--- config.mk ---
export PLATFORM = sky130hd
export DESIGN_NAME = lcg4_top
export DESIGN_NICKNAME = d
export VERILOG_FILES = /design/src/logic/lcg4_pkg.sv /design/src/logic/lcg4_top.sv
export SDC_FILE = /design/constraint.sdc
export NUM_CORES = 1
export LEC_CHECK = 0
export ABC_AREA = 1
export BUFFER_PORTS_ARGS = -buffer_cell sky130_fd_sc_hd__buf_2
export CAP_MARGIN = 10
export CORE_MARGIN = 2
export CORE_UTILIZATION = 37
export DETAILED_ROUTE_END_ITERATION = 8
export GPL_ROUTABILITY_DRIVEN = 1
export GPL_TIMING_DRIVEN = 0
export PLACE_DENSITY = 0.77
export SYNTH_ARGS = -nofsm -noshare
export SYNTH_HDL_FRONTEND = slang
export SYNTH_SLANG_ARGS = --single-unit
--- constraint.sdc ---
create_clock -name i_clk -period 3.7 [get_ports i_clk]
set_input_delay 0.37 -clock i_clk [delete_from_list [all_inputs] [get_ports i_clk]]
set_output_delay 0.37 -clock i_clk [all_outputs]
set_load 0.02 [all_outputs]
--- src/logic/lcg4_pkg.sv ---
// Purpose: constants and carriers for the gate-four select and cell output mirror block
// Assumes: classic wishbone slave, 32-bit data, byte addresses
// Notes: register offsets are local choices
// How it works
// select bit 7 set feeds true data line four into gate four
// select bit 6 set feeds inverted data line four into gate four
// bits 5 and 4 feed true and inverted data line three
// bits 3 and 2 feed true and inverted data line two
// bits 1 and 0 feed true and inverted data line one
// select register is read/write, untouched by reset, unknown at power-on
// mirror register bits 2..0 show live outputs of cells three, two, one
// mirror bits 7..3 read zero and ignore writes
// gate four is OR of selected forms, zero when nothing selected
package lcg4_pkg;
	localparam logic [3:0] lcg4_off_select = 4'h0;
	localparam logic [3:0] lcg4_off_mirror = 4'h4;
	localparam int lcg4_sel_width = 8;
	localparam int lcg4_cells = 3;
	localparam logic [7:0] lcg4_mirror_reset = 8'h00;
	localparam logic [31:0] lcg4_unmapped_read = 32'h00000000;

	typedef struct packed {
		logic cyc;
		logic stb;
		logic we;
		logic [3:0] adr;
		logic [3:0] sel;
		logic [31:0] dat;
	} lcg4_wb_req_s;
endpackage : lcg4_pkg

--- src/logic/lcg4_top.sv ---
// Purpose: gate-four input select register, gate-four OR, and cell output mirror
// Assumes: data lines and cell outputs come from logic on the same clock
// Notes: ack answers one cycle after request, drops the cycle after
//
// The implementer's own choices: the Wishbone register port and the address map.
`timescale 1ns/10ps
module lcg4_top
(
	input wire logic i_clk,
	input wire logic i_arst_n,
	input wire logic i_wb_cyc,
	input wire logic i_wb_stb,
	input wire logic i_wb_we,
	input wire logic [3:0] i_wb_adr,
	input wire logic [3:0] i_wb_sel,
	input wire logic [31:0] i_wb_dat,
	output logic [31:0] o_wb_dat,
	output logic o_wb_ack,
	input wire logic [3:0] i_data,
	input wire logic [2:0] i_cell_out,
	output logic o_gate_four
);
	lcg4_pkg::lcg4_wb_req_s req;
	logic [7:0] gate_four_input_select;
	logic [7:0] next_gate_four_input_select;
	logic [7:0] logic_cell_output_mirror;
	logic [7:0] forms;
	logic ack;
	logic next_ack;
	logic [31:0] rdat;
	logic [31:0] next_rdat;
	logic gate;
	logic next_gate;
	logic hit;

	assign req = '{cyc: i_wb_cyc, stb: i_wb_stb, we: i_wb_we, adr: i_wb_adr, sel: i_wb_sel, dat: i_wb_dat};
	assign hit = req.cyc && req.stb && !ack;

	// pair each data line as {true, inverted} matching select bit order
	genvar g;
	generate
		for (g = 0; g < 4; g++)
		begin : g_forms
			assign forms[2*g+1] = i_data[g];
			assign forms[2*g] = ~i_data[g];
		end
	endgenerate

	// bits above the three cell copies are constant zero
	assign logic_cell_output_mirror = {5'h00, i_cell_out};

	always_comb
	begin
		next_gate_four_input_select = gate_four_input_select;
		next_ack = hit;
		next_rdat = rdat;
		next_gate = |(forms & gate_four_input_select);
		if (hit)
		begin
			if (req.we && req.adr == lcg4_pkg::lcg4_off_select && req.sel[0])
			begin
				next_gate_four_input_select = req.dat[7:0];
			end
			if (!req.we)
			begin
				unique case (req.adr)
					lcg4_pkg::lcg4_off_select: next_rdat = {24'h000000, gate_four_input_select};
					lcg4_pkg::lcg4_off_mirror: next_rdat = {24'h000000, logic_cell_output_mirror};
					default: next_rdat = lcg4_pkg::lcg4_unmapped_read;
				endcase
			end
		end
	end

	// select register has no reset: it keeps its value across every reset
	always_ff @(posedge i_clk)
	begin
		gate_four_input_select <= next_gate_four_input_select;
	end

	always_ff @(posedge i_clk or negedge i_arst_n)
	begin
		if (!i_arst_n)
		begin
			ack <= 1'b0;
			rdat <= 32'h00000000;
			gate <= 1'b0;
		end
		else
		begin
			ack <= next_ack;
			rdat <= next_rdat;
			gate <= next_gate;
		end
	end

	assign o_wb_ack = ack;
	assign o_wb_dat = rdat;
	assign o_gate_four = gate;
endmodule : lcg4_top

# Yosys cells after proc, flatten, opt, wreduce, memory -nomap -nowiden
# Cells that the tools add are included.
dict set report word_totals {
  ff_bits 42
}
dict set report op_classes {
  eq_ne 1
  n_mux 1
  bitwise 6
  n_reduce_logical 9
}
# operator count
set op_table {}
lappend op_table {{one-hot mux 8 bit (2 select lines)} 1}
lappend op_table {{bitwise AND 8 bit} 1}
lappend op_table {{OR reduction 8 bit} 1}
lappend op_table {{NOT 1 bit} 5}
lappend op_table {{equality test 4 x 3 -> 1 bit, second input constant} 1}
lappend op_table {{logical AND 1 bit} 4}
lappend op_table {{zero test 4 bit} 1}
lappend op_table {{AND reduction 2 bit} 2}
lappend op_table {{zero test 1 bit} 1}

# Logic depth before layout (Yosys ltp)
# Gate-level depths: netlist (run 1).
dict set report depth {
  ltp_word 4
  mapped_depth 7
  depth_no_buf 6
}

# Worst setup path after synthesis (run 1)
# No wires, ideal clock.
dict set report synth_path {
  path_kind {in2reg}
  start {input port i_wb_adr[1]}
  end {register gate_four_input_select[0] (enable)}
  setup_ns 0.383
  arrival_ns 1.291
  required_time_ns 3.317
  setup_slack_ns 2.025
  stages 4
  path_cell_list {nor2_2 buf_6 nand2_1 nor3_1}
}
dict set report synth_via {
  elab_chain_len 4
}
# item line
set synth_rtl {}
lappend synth_rtl {{start, declared} lcg4_top.sv:14} ;# input wire logic [3:0] i_wb_adr,
lappend synth_rtl {{zero test 4 bit} lcg4_top.sv:60} ;# if (req.we && req.adr == lcg4_pkg::lcg4_off_select && req.sel[0])
lappend synth_rtl {{logical AND 1 bit (2 in series)} lcg4_top.sv:60}
lappend synth_rtl {{AND reduction 2 bit (no source line)} n/a}
lappend synth_rtl {{end signal, assigned} lcg4_top.sv:78} ;# gate_four_input_select <= next_gate_four_input_select;
lappend synth_rtl {{end, declared} lcg4_top.sv:24} ;# logic [7:0] gate_four_input_select;
# No other way between the ends.
# A chain may end at the register's enable or synchronous reset.

# Final worst setup path (run 1)
dict set report layout_path {
  start {register ack, in the netlist o_wb_ack}
  end {register gate_four_input_select[1] (enable)}
}
dict set report layout_via {
  elab_chain_len 3
}
# item line
set layout_rtl {}
lappend layout_rtl {{start, declared} lcg4_top.sv:28} ;# logic ack;
lappend layout_rtl {{start signal, assigned} lcg4_top.sv:91} ;# ack <= next_ack;
lappend layout_rtl {{zero test 1 bit} lcg4_top.sv:37} ;# assign hit = req.cyc && req.stb && !ack;
lappend layout_rtl {{logical AND 1 bit} lcg4_top.sv:37}
lappend layout_rtl {{AND reduction 2 bit (no source line)} n/a}
# No other way between the ends.

==> flow_summary.yaml, run 1 <==
outcome:
  status: "finished clean"
die:
  die_x_um: 56.0
  ioPinCount: 86
  core_area_sq_mm: 0.00252
  die_y_um: 56.0
  dieArea_sq_mm: 0.00313
  initial_core_util_pct: 39.6
  num_rows: 18
yosys:
  synth_top_family_by_area: "buffers and inverters"
  yosys.area.top_type: "dfrtp_1"
  ys_warn_count: 0
  synth_area_sq_um: 1000
  synth_area_leaders: "dfrtp_1 25%, edfxtp_1 24%, buf_4 18%, nand2_1 7.9%, nand3_1 6.0%"
  yosys.area_share.simple_pct: 20.9
  synth.top_cell.area_share_pct: 25.0
  synth_mux_area_share_pct: 0
  synth_cells: 105
  synth-compound-area-share_pct: 6.38
  yosysSeqAreaShare_pct: 49.1
  synth_seq_cells: 18
  synth_cell_type_count: 17
  synthAdderAreaFrac_pct: 0
  syn_avg_cell_area_sq_um: 9.52
  synth_xor_area_share_pct: 0
sta:
  drv_slew: 0
  finalHoldViolCount: 0
  finalSetupViolations: 0
  tightest_slew_ns: 1.02
  whs_ns: 0.244
  tns_ns: 0
  fin_crit_sh_pct: 46.8
  period_needed_ns: 1.73
  fmax_mhz: 577
  relSlewSlack_pct: 31.6
  final.setup_skew_ns: 0.00472
  grt_setup_unrepaired: "no"
cts:
  cts_tree: "yes"
  cts-resized-gates: 0
  clkSinkCount: 18
  clockBufferDepth: 2
  root_buffer: "clkbuf_4"
  cts-buffers-inserted: 3
  htree_levels: 1
  clock_latency_ns: 0.29
  post_cts_buffers: 0
  clkTransAtPathRegs_ns: 0.10
global_routing:
  gr-total-overflow: 0
  antenna_found_initial: 0
  grt_pass1_wl_um: 2870
  grt_max_degree: 11
  grt_usage_pct: 11.6
  grt_pass1_vias: 699
detailed_routing:
  routed-via-count: 794
  drt_iter0_drc: 16
  drc: 0
  viasPerCell: 4.03
  wire_per_inst_um: 9.07
  drt-total-wl_um: 1790
  firstDrtPassIters: 4
  ant_nets: 0
pwr:
  peakVddDrop_uv: 192
  finalPower_uw: 405
  leakagePower_nw: 0.735
  p_per_area_mw_per_mm2: 304
setup_path:
  critPathArrivalTime_ns: 1.65
  required_ns: 3.62
  cp_slowest_cell: "nor3_1"
  end_kind: "register"
  cp_cell_sequence: "inv_1 > nand3_2 > nor3_1"
  path_max_fanout: 8
  worst-setup-path-type: "reg -> reg"
  critPathMaxStageDelay_ns: 0.83
  startpoint_type: "register"
final_layout:
  drive_above_1_share_pct: 45.5
  diodes: 0
  area_delta_synth_final_pct: 33.0
  finalNetCount: 220
  fillers: 235
  stdcell_count: 197
  fin_util_pct: 52.7
place:
  gp_congestion: 0.696
  dp_hpwl_um: 1470
  place_inst: 192
  port_buffers: 34
job:
  cap_violations: 0
min_path:
  hp-class: "in -> reg"
## Yosys cell counts, drive strengths merged
cell	count
inv	8
edfxtp	8
dfrtp	10
nand2	24
conb	1
nand3	13
nor3	1
o21ai	9
nor2	5
buf	26
## layout by cell type (no fill, tap or decap), types with 4 or more instances in the layout
cell / n
buf_2: 34
buf_4: 24
conb_1: 24
nand2_1: 21
nand3_1: 12
dfrtp_1: 10
edfxtp_1: 8
inv_1: 7
o21ai_2: 5
o21ai_0: 4
## repair_timing
action	CTS	global route
endpoints found under the hold margin	10	0
setup endpoints to repair	0	0
hold buffers	1	0
## metrics by stage
step	worst slack (ns)	area, sq um
3_3_place_gp	1.77	1290
2_1_floorplan	2.03	1090
5_1_grt	1.77	1330
3_5_place_dp	1.66	1290
6_report	1.97	1330
4_1_cts	1.93	1330
## critical path: cells and delay by family, from the launching register on
kind | cells | cell delay (ns)
AND/OR/NAND/NOR | 2 | 0.92
flip-flops | 1 | 0.39
buffers and inverters | 1 | 0.06
## power by group
| group | switching [mW] | internal [mW] |
|---|---|---|
| clock network | 0.0584 | 0.0420 |
| logic | 0.0516 | 0.0373 |
| registers | 0.00236 | 0.213 |
| total | 0.112 | 0.293 |
## flip-flops by register name, summed over array words and instances, names as in the netlist
name / count
gate_four_input_select: 8
o_gate_four: 1
o_wb_ack: 1
o_wb_dat: 8
## final cells by class
class                           instances  area, sq um  share of cell area [%]
Timing Repair Buffer                   35          180                    13.5
Inverter                                8         30.0                    2.26
Tap cell                               30         37.5                    2.82
Buffer                                 26          203                    15.2
Clock buffer                            4         26.3                    1.98
Multi-Input combinational cell         76          363                    27.3
Sequential cell                        18          490                    36.9
## routing by layer
layer / vias to the layer above / part of all wire (%) / track usage (%)
met3: 2 / 12 / 3.95
met2: 45 / 49 / 20.7
met5: - / 0 / 0
met1: 334 / 38 / 12.4
met4: 0 / 1.1 / 5.10
li1: 413 / - / -
## cells by family after synthesis
kind of cell,count (synthesis)
AOI/OAI and AO/OA,9
buffers and inverters,34
DFF,18
other,1
and+or+nand+nor,43
## path summary, 6_finish.rpt
kind	to	slack (ns)	cells after the start	startpoint
min in group asynchronous	o_wb_dat[7]	0.48	2	i_arst_n
max	gate_four_input_select[1]	1.97	3	o_wb_ack
max in group asynchronous	o_gate_four	3.03	2	i_arst_n
min reg2reg	o_wb_dat[0]	0.48	2	o_wb_dat[0]
max reg2reg	gate_four_input_select[1]	1.97	3	o_wb_ack
min	gate_four_input_select[7]	0.24	1	i_wb_dat[7]
Power figures use the tool's default switching activity.
==> run 2: changes to the inputs <==
- ABC_AREA: 1 -> 0
- CORE_UTILIZATION: 37 -> 32
- PLACE_DENSITY: 0.77 -> 0.74
- clock period: 3.7 -> 1.5 ns (I/O delays scaled with it)
==> run 2 against run 1 <==
Effect of this change: setup slack worse by 1.9 ns; register-to-register slack worse by 1.9 ns; via count down 20%; non-clock buffer count unchanged; sequential share of layout area is 2.5 points higher; sequential power is 150% higher; total power increased by 140%; critical path depth increased by 1; first-iteration DRC count fell by 38%; clock power is 130% higher; combinational power up 130%; critical path type unchanged; critical endpoint is now o_wb_dat[0]; largest cell class unchanged.
==> flow_summary.yaml, run 2 <==
outcome:
  status: "finished clean"
yosys:
  ys_top_cells_by_count: "24 x buf_4, 10 x dfrtp_1, 8 x edfxtp_1, 7 x mux2i_1, 5 x a22o_1"
  synthArstFlopShare_pct: 55.6
  synth_cell_type_count: 16
  synth_edf_count: 8
  synth_cells: 70
  yosysMostFrequentCell: "buf_4"
  synth_flop_cell: "dfrtp_1"
  syn_avg_cell_area_sq_um: 12.9
  synth.top_cell.area_share_pct: 27.6
  synth_area_sq_um: 906
  ys_warn_count: 0
  synth_area_leaders: "dfrtp_1 28%, edfxtp_1 27%, buf_4 20%, mux2i_1 7.7%, a22o_1 4.8%"
  synth_seq_cells: 18
  yosysSeqAreaShare_pct: 54.1
  yosys.area.top_type: "dfrtp_1"
final_layout:
  final_common_cell: "buf_2"
  layout_common_cells: "35 x buf_2, 25 x buf_4, 24 x conb_1, 10 x dfrtp_1, 8 x edfxtp_1"
  drive_above_1_share_pct: 51.1
  fin_util_pct: 45.5
  diodes: 0
  area_delta_synth_final_pct: 37.4
  finalNetCount: 186
sta:
  fin_crit_sh_pct: 94.1
  drv_slew: 0
  finalSetupViolations: 0
  fmax_mhz: 708
  finalHoldViolCount: 0
  period_needed_ns: 1.41
  tns_ns: 0
  setup_ws_ns: 0.0881
  grt_setup_unrepaired: "no"
  final.setup_skew_ns: 0.00547
pwr:
  p_switching_uw: 255
  p_int_uw: 713
  p_clk_share_pct: 24.2
  p_per_area_mw_per_mm2: 777
  switching_share_pct: 26.4
  peakVddDrop_uv: 612
  p_seq_share_pct: 54.9
  leakagePower_nw: 0.674
  combPwrFrac_pct: 20.9
detailed_routing:
  viasPerCell: 3.90
  drt-total-wl_um: 1510
  wire_per_inst_um: 9.23
  firstDrtPassIters: 4
  routed-via-count: 639
  drt_iter0_drc: 10
  ant_nets: 0
  drc: 0
die:
  core_area_sq_mm: 0.00273
  initial_core_util_pct: 33.1
  dieArea_sq_mm: 0.00327
  num_rows: 19
  ioPinCount: 86
  die_x_um: 57.2
  die_y_um: 57.2
global_routing:
  grt_pass1_wl_um: 2550
  antenna_found_initial: 0
  grt_pass1_vias: 618
  gr-total-overflow: 0
  grt_usage_pct: 9.92
  grt_max_degree: 11
job:
  cap_violations: 0
setup_path:
  end_kind: "register"
  worst-setup-path-type: "reg -> reg"
  critPathArrivalTime_ns: 1.63
  required_ns: 1.72
  path_max_fanout: 9
  r2r_slack_ns: 0.09
  startpoint_type: "register"
cts:
  clockBufferDepth: 2
  clkTransAtPathRegs_ns: 0.10
  cts-resized-gates: 0
  root_buffer: "clkbuf_4"
  cts-buffers-inserted: 3
  htree_levels: 1
  clkSinkCount: 18
  clock_latency_ns: 0.28
  cts_tree: "yes"
min_path:
  hp-class: "in -> reg"
place:
  place_ws_ns: 0.0341
  port_buffers: 34
  gp_congestion: 0.715
==> run 2: critical path, stage by stage (launching register included) <==
cell and delay [ns]:
dfrtp_1 0.40, nand4bb_1 0.17, buf_2 0.18, or4_4 0.46, o21ai_2 0.14
==> run 2: logic make-up (layout without fill, tap and decap cells) <==
logic type	Yosys count	count (layout)	synth area share, %
buffers and inverters	25	65	20.4
flip-flops	18	18	54.1
AND/OR/NAND/NOR	11	11	9.53
AO/OA/AOI/OAI	8	8	7.74
multiplexers	7	7	7.74
other	1	24	0.414
==> run 2: worst paths after layout <==
path                              from                        end  depth (start not counted)
setup / recovery              o_wb_ack                o_wb_dat[0]                          4
hold / removal             i_wb_dat[1]  gate_four_input_select[1]                          1
setup reg to reg              o_wb_ack                o_wb_dat[0]                          4
hold reg to reg               o_wb_ack                   o_wb_ack                          1
max in group asynchronous     i_arst_n                o_wb_dat[5]                          2
min in group asynchronous     i_arst_n                o_wb_dat[3]                          2
==> run 2: through the flow <==
| step | power, mW | instances | instance area, sq um | hold WS [ns] |
|---|---|---|---|---|
| 2_1_floorplan | 0.682 | 93 | 992 | -0.146 |
| 3_3_place_gp | 0.736 | 158 | 1200 | 0.0191 |
| 5_1_grt | 1.03 | 164 | 1240 | 0.0158 |
| 3_5_place_dp | 0.740 | 158 | 1200 | 0.0238 |
| 4_1_cts | 0.973 | 163 | 1240 | 0.0274 |
| 6_report | 0.968 | 164 | 1240 | 0.0339 |
==> run 2: metal layers <==
metal  global-route usage (%)  wire (um)
met1                     11.4        577
met2                     18.1        738
met3                     1.81        193
met4                     3.99          6
met5                        0          0
==> run 2: power groups by stage <==
stage	logic, mW	clock network (mW)	registers (mW)
2_1_floorplan	0.126	0	0.556
3_3_place_gp	0.193	0	0.543
3_5_place_dp	0.196	0	0.544
4_1_cts	0.198	0.242	0.533
5_1_grt	0.219	0.275	0.534
6_report	0.202	0.234	0.532
==> run 2: final cells by class <==
type                    count  area [sq um]
multi-input cells          50           317
plain buffers              25           185
flip-flops and latches     18           490
clock inverters             1          3.75
repair buffers             36           188
fillers                   261          1490
well taps                  31          38.8
clock buffers               3          22.5
==> run 2: timing repair <==
| action | in CTS | in global routing |
|---|---|---|
| buffers inserted | 0 | 1 |
| hold buffers | 1 | 0 |
| hold endpoints to repair | 10 | 0 |
| setup endpoints to repair | 0 | 3 |
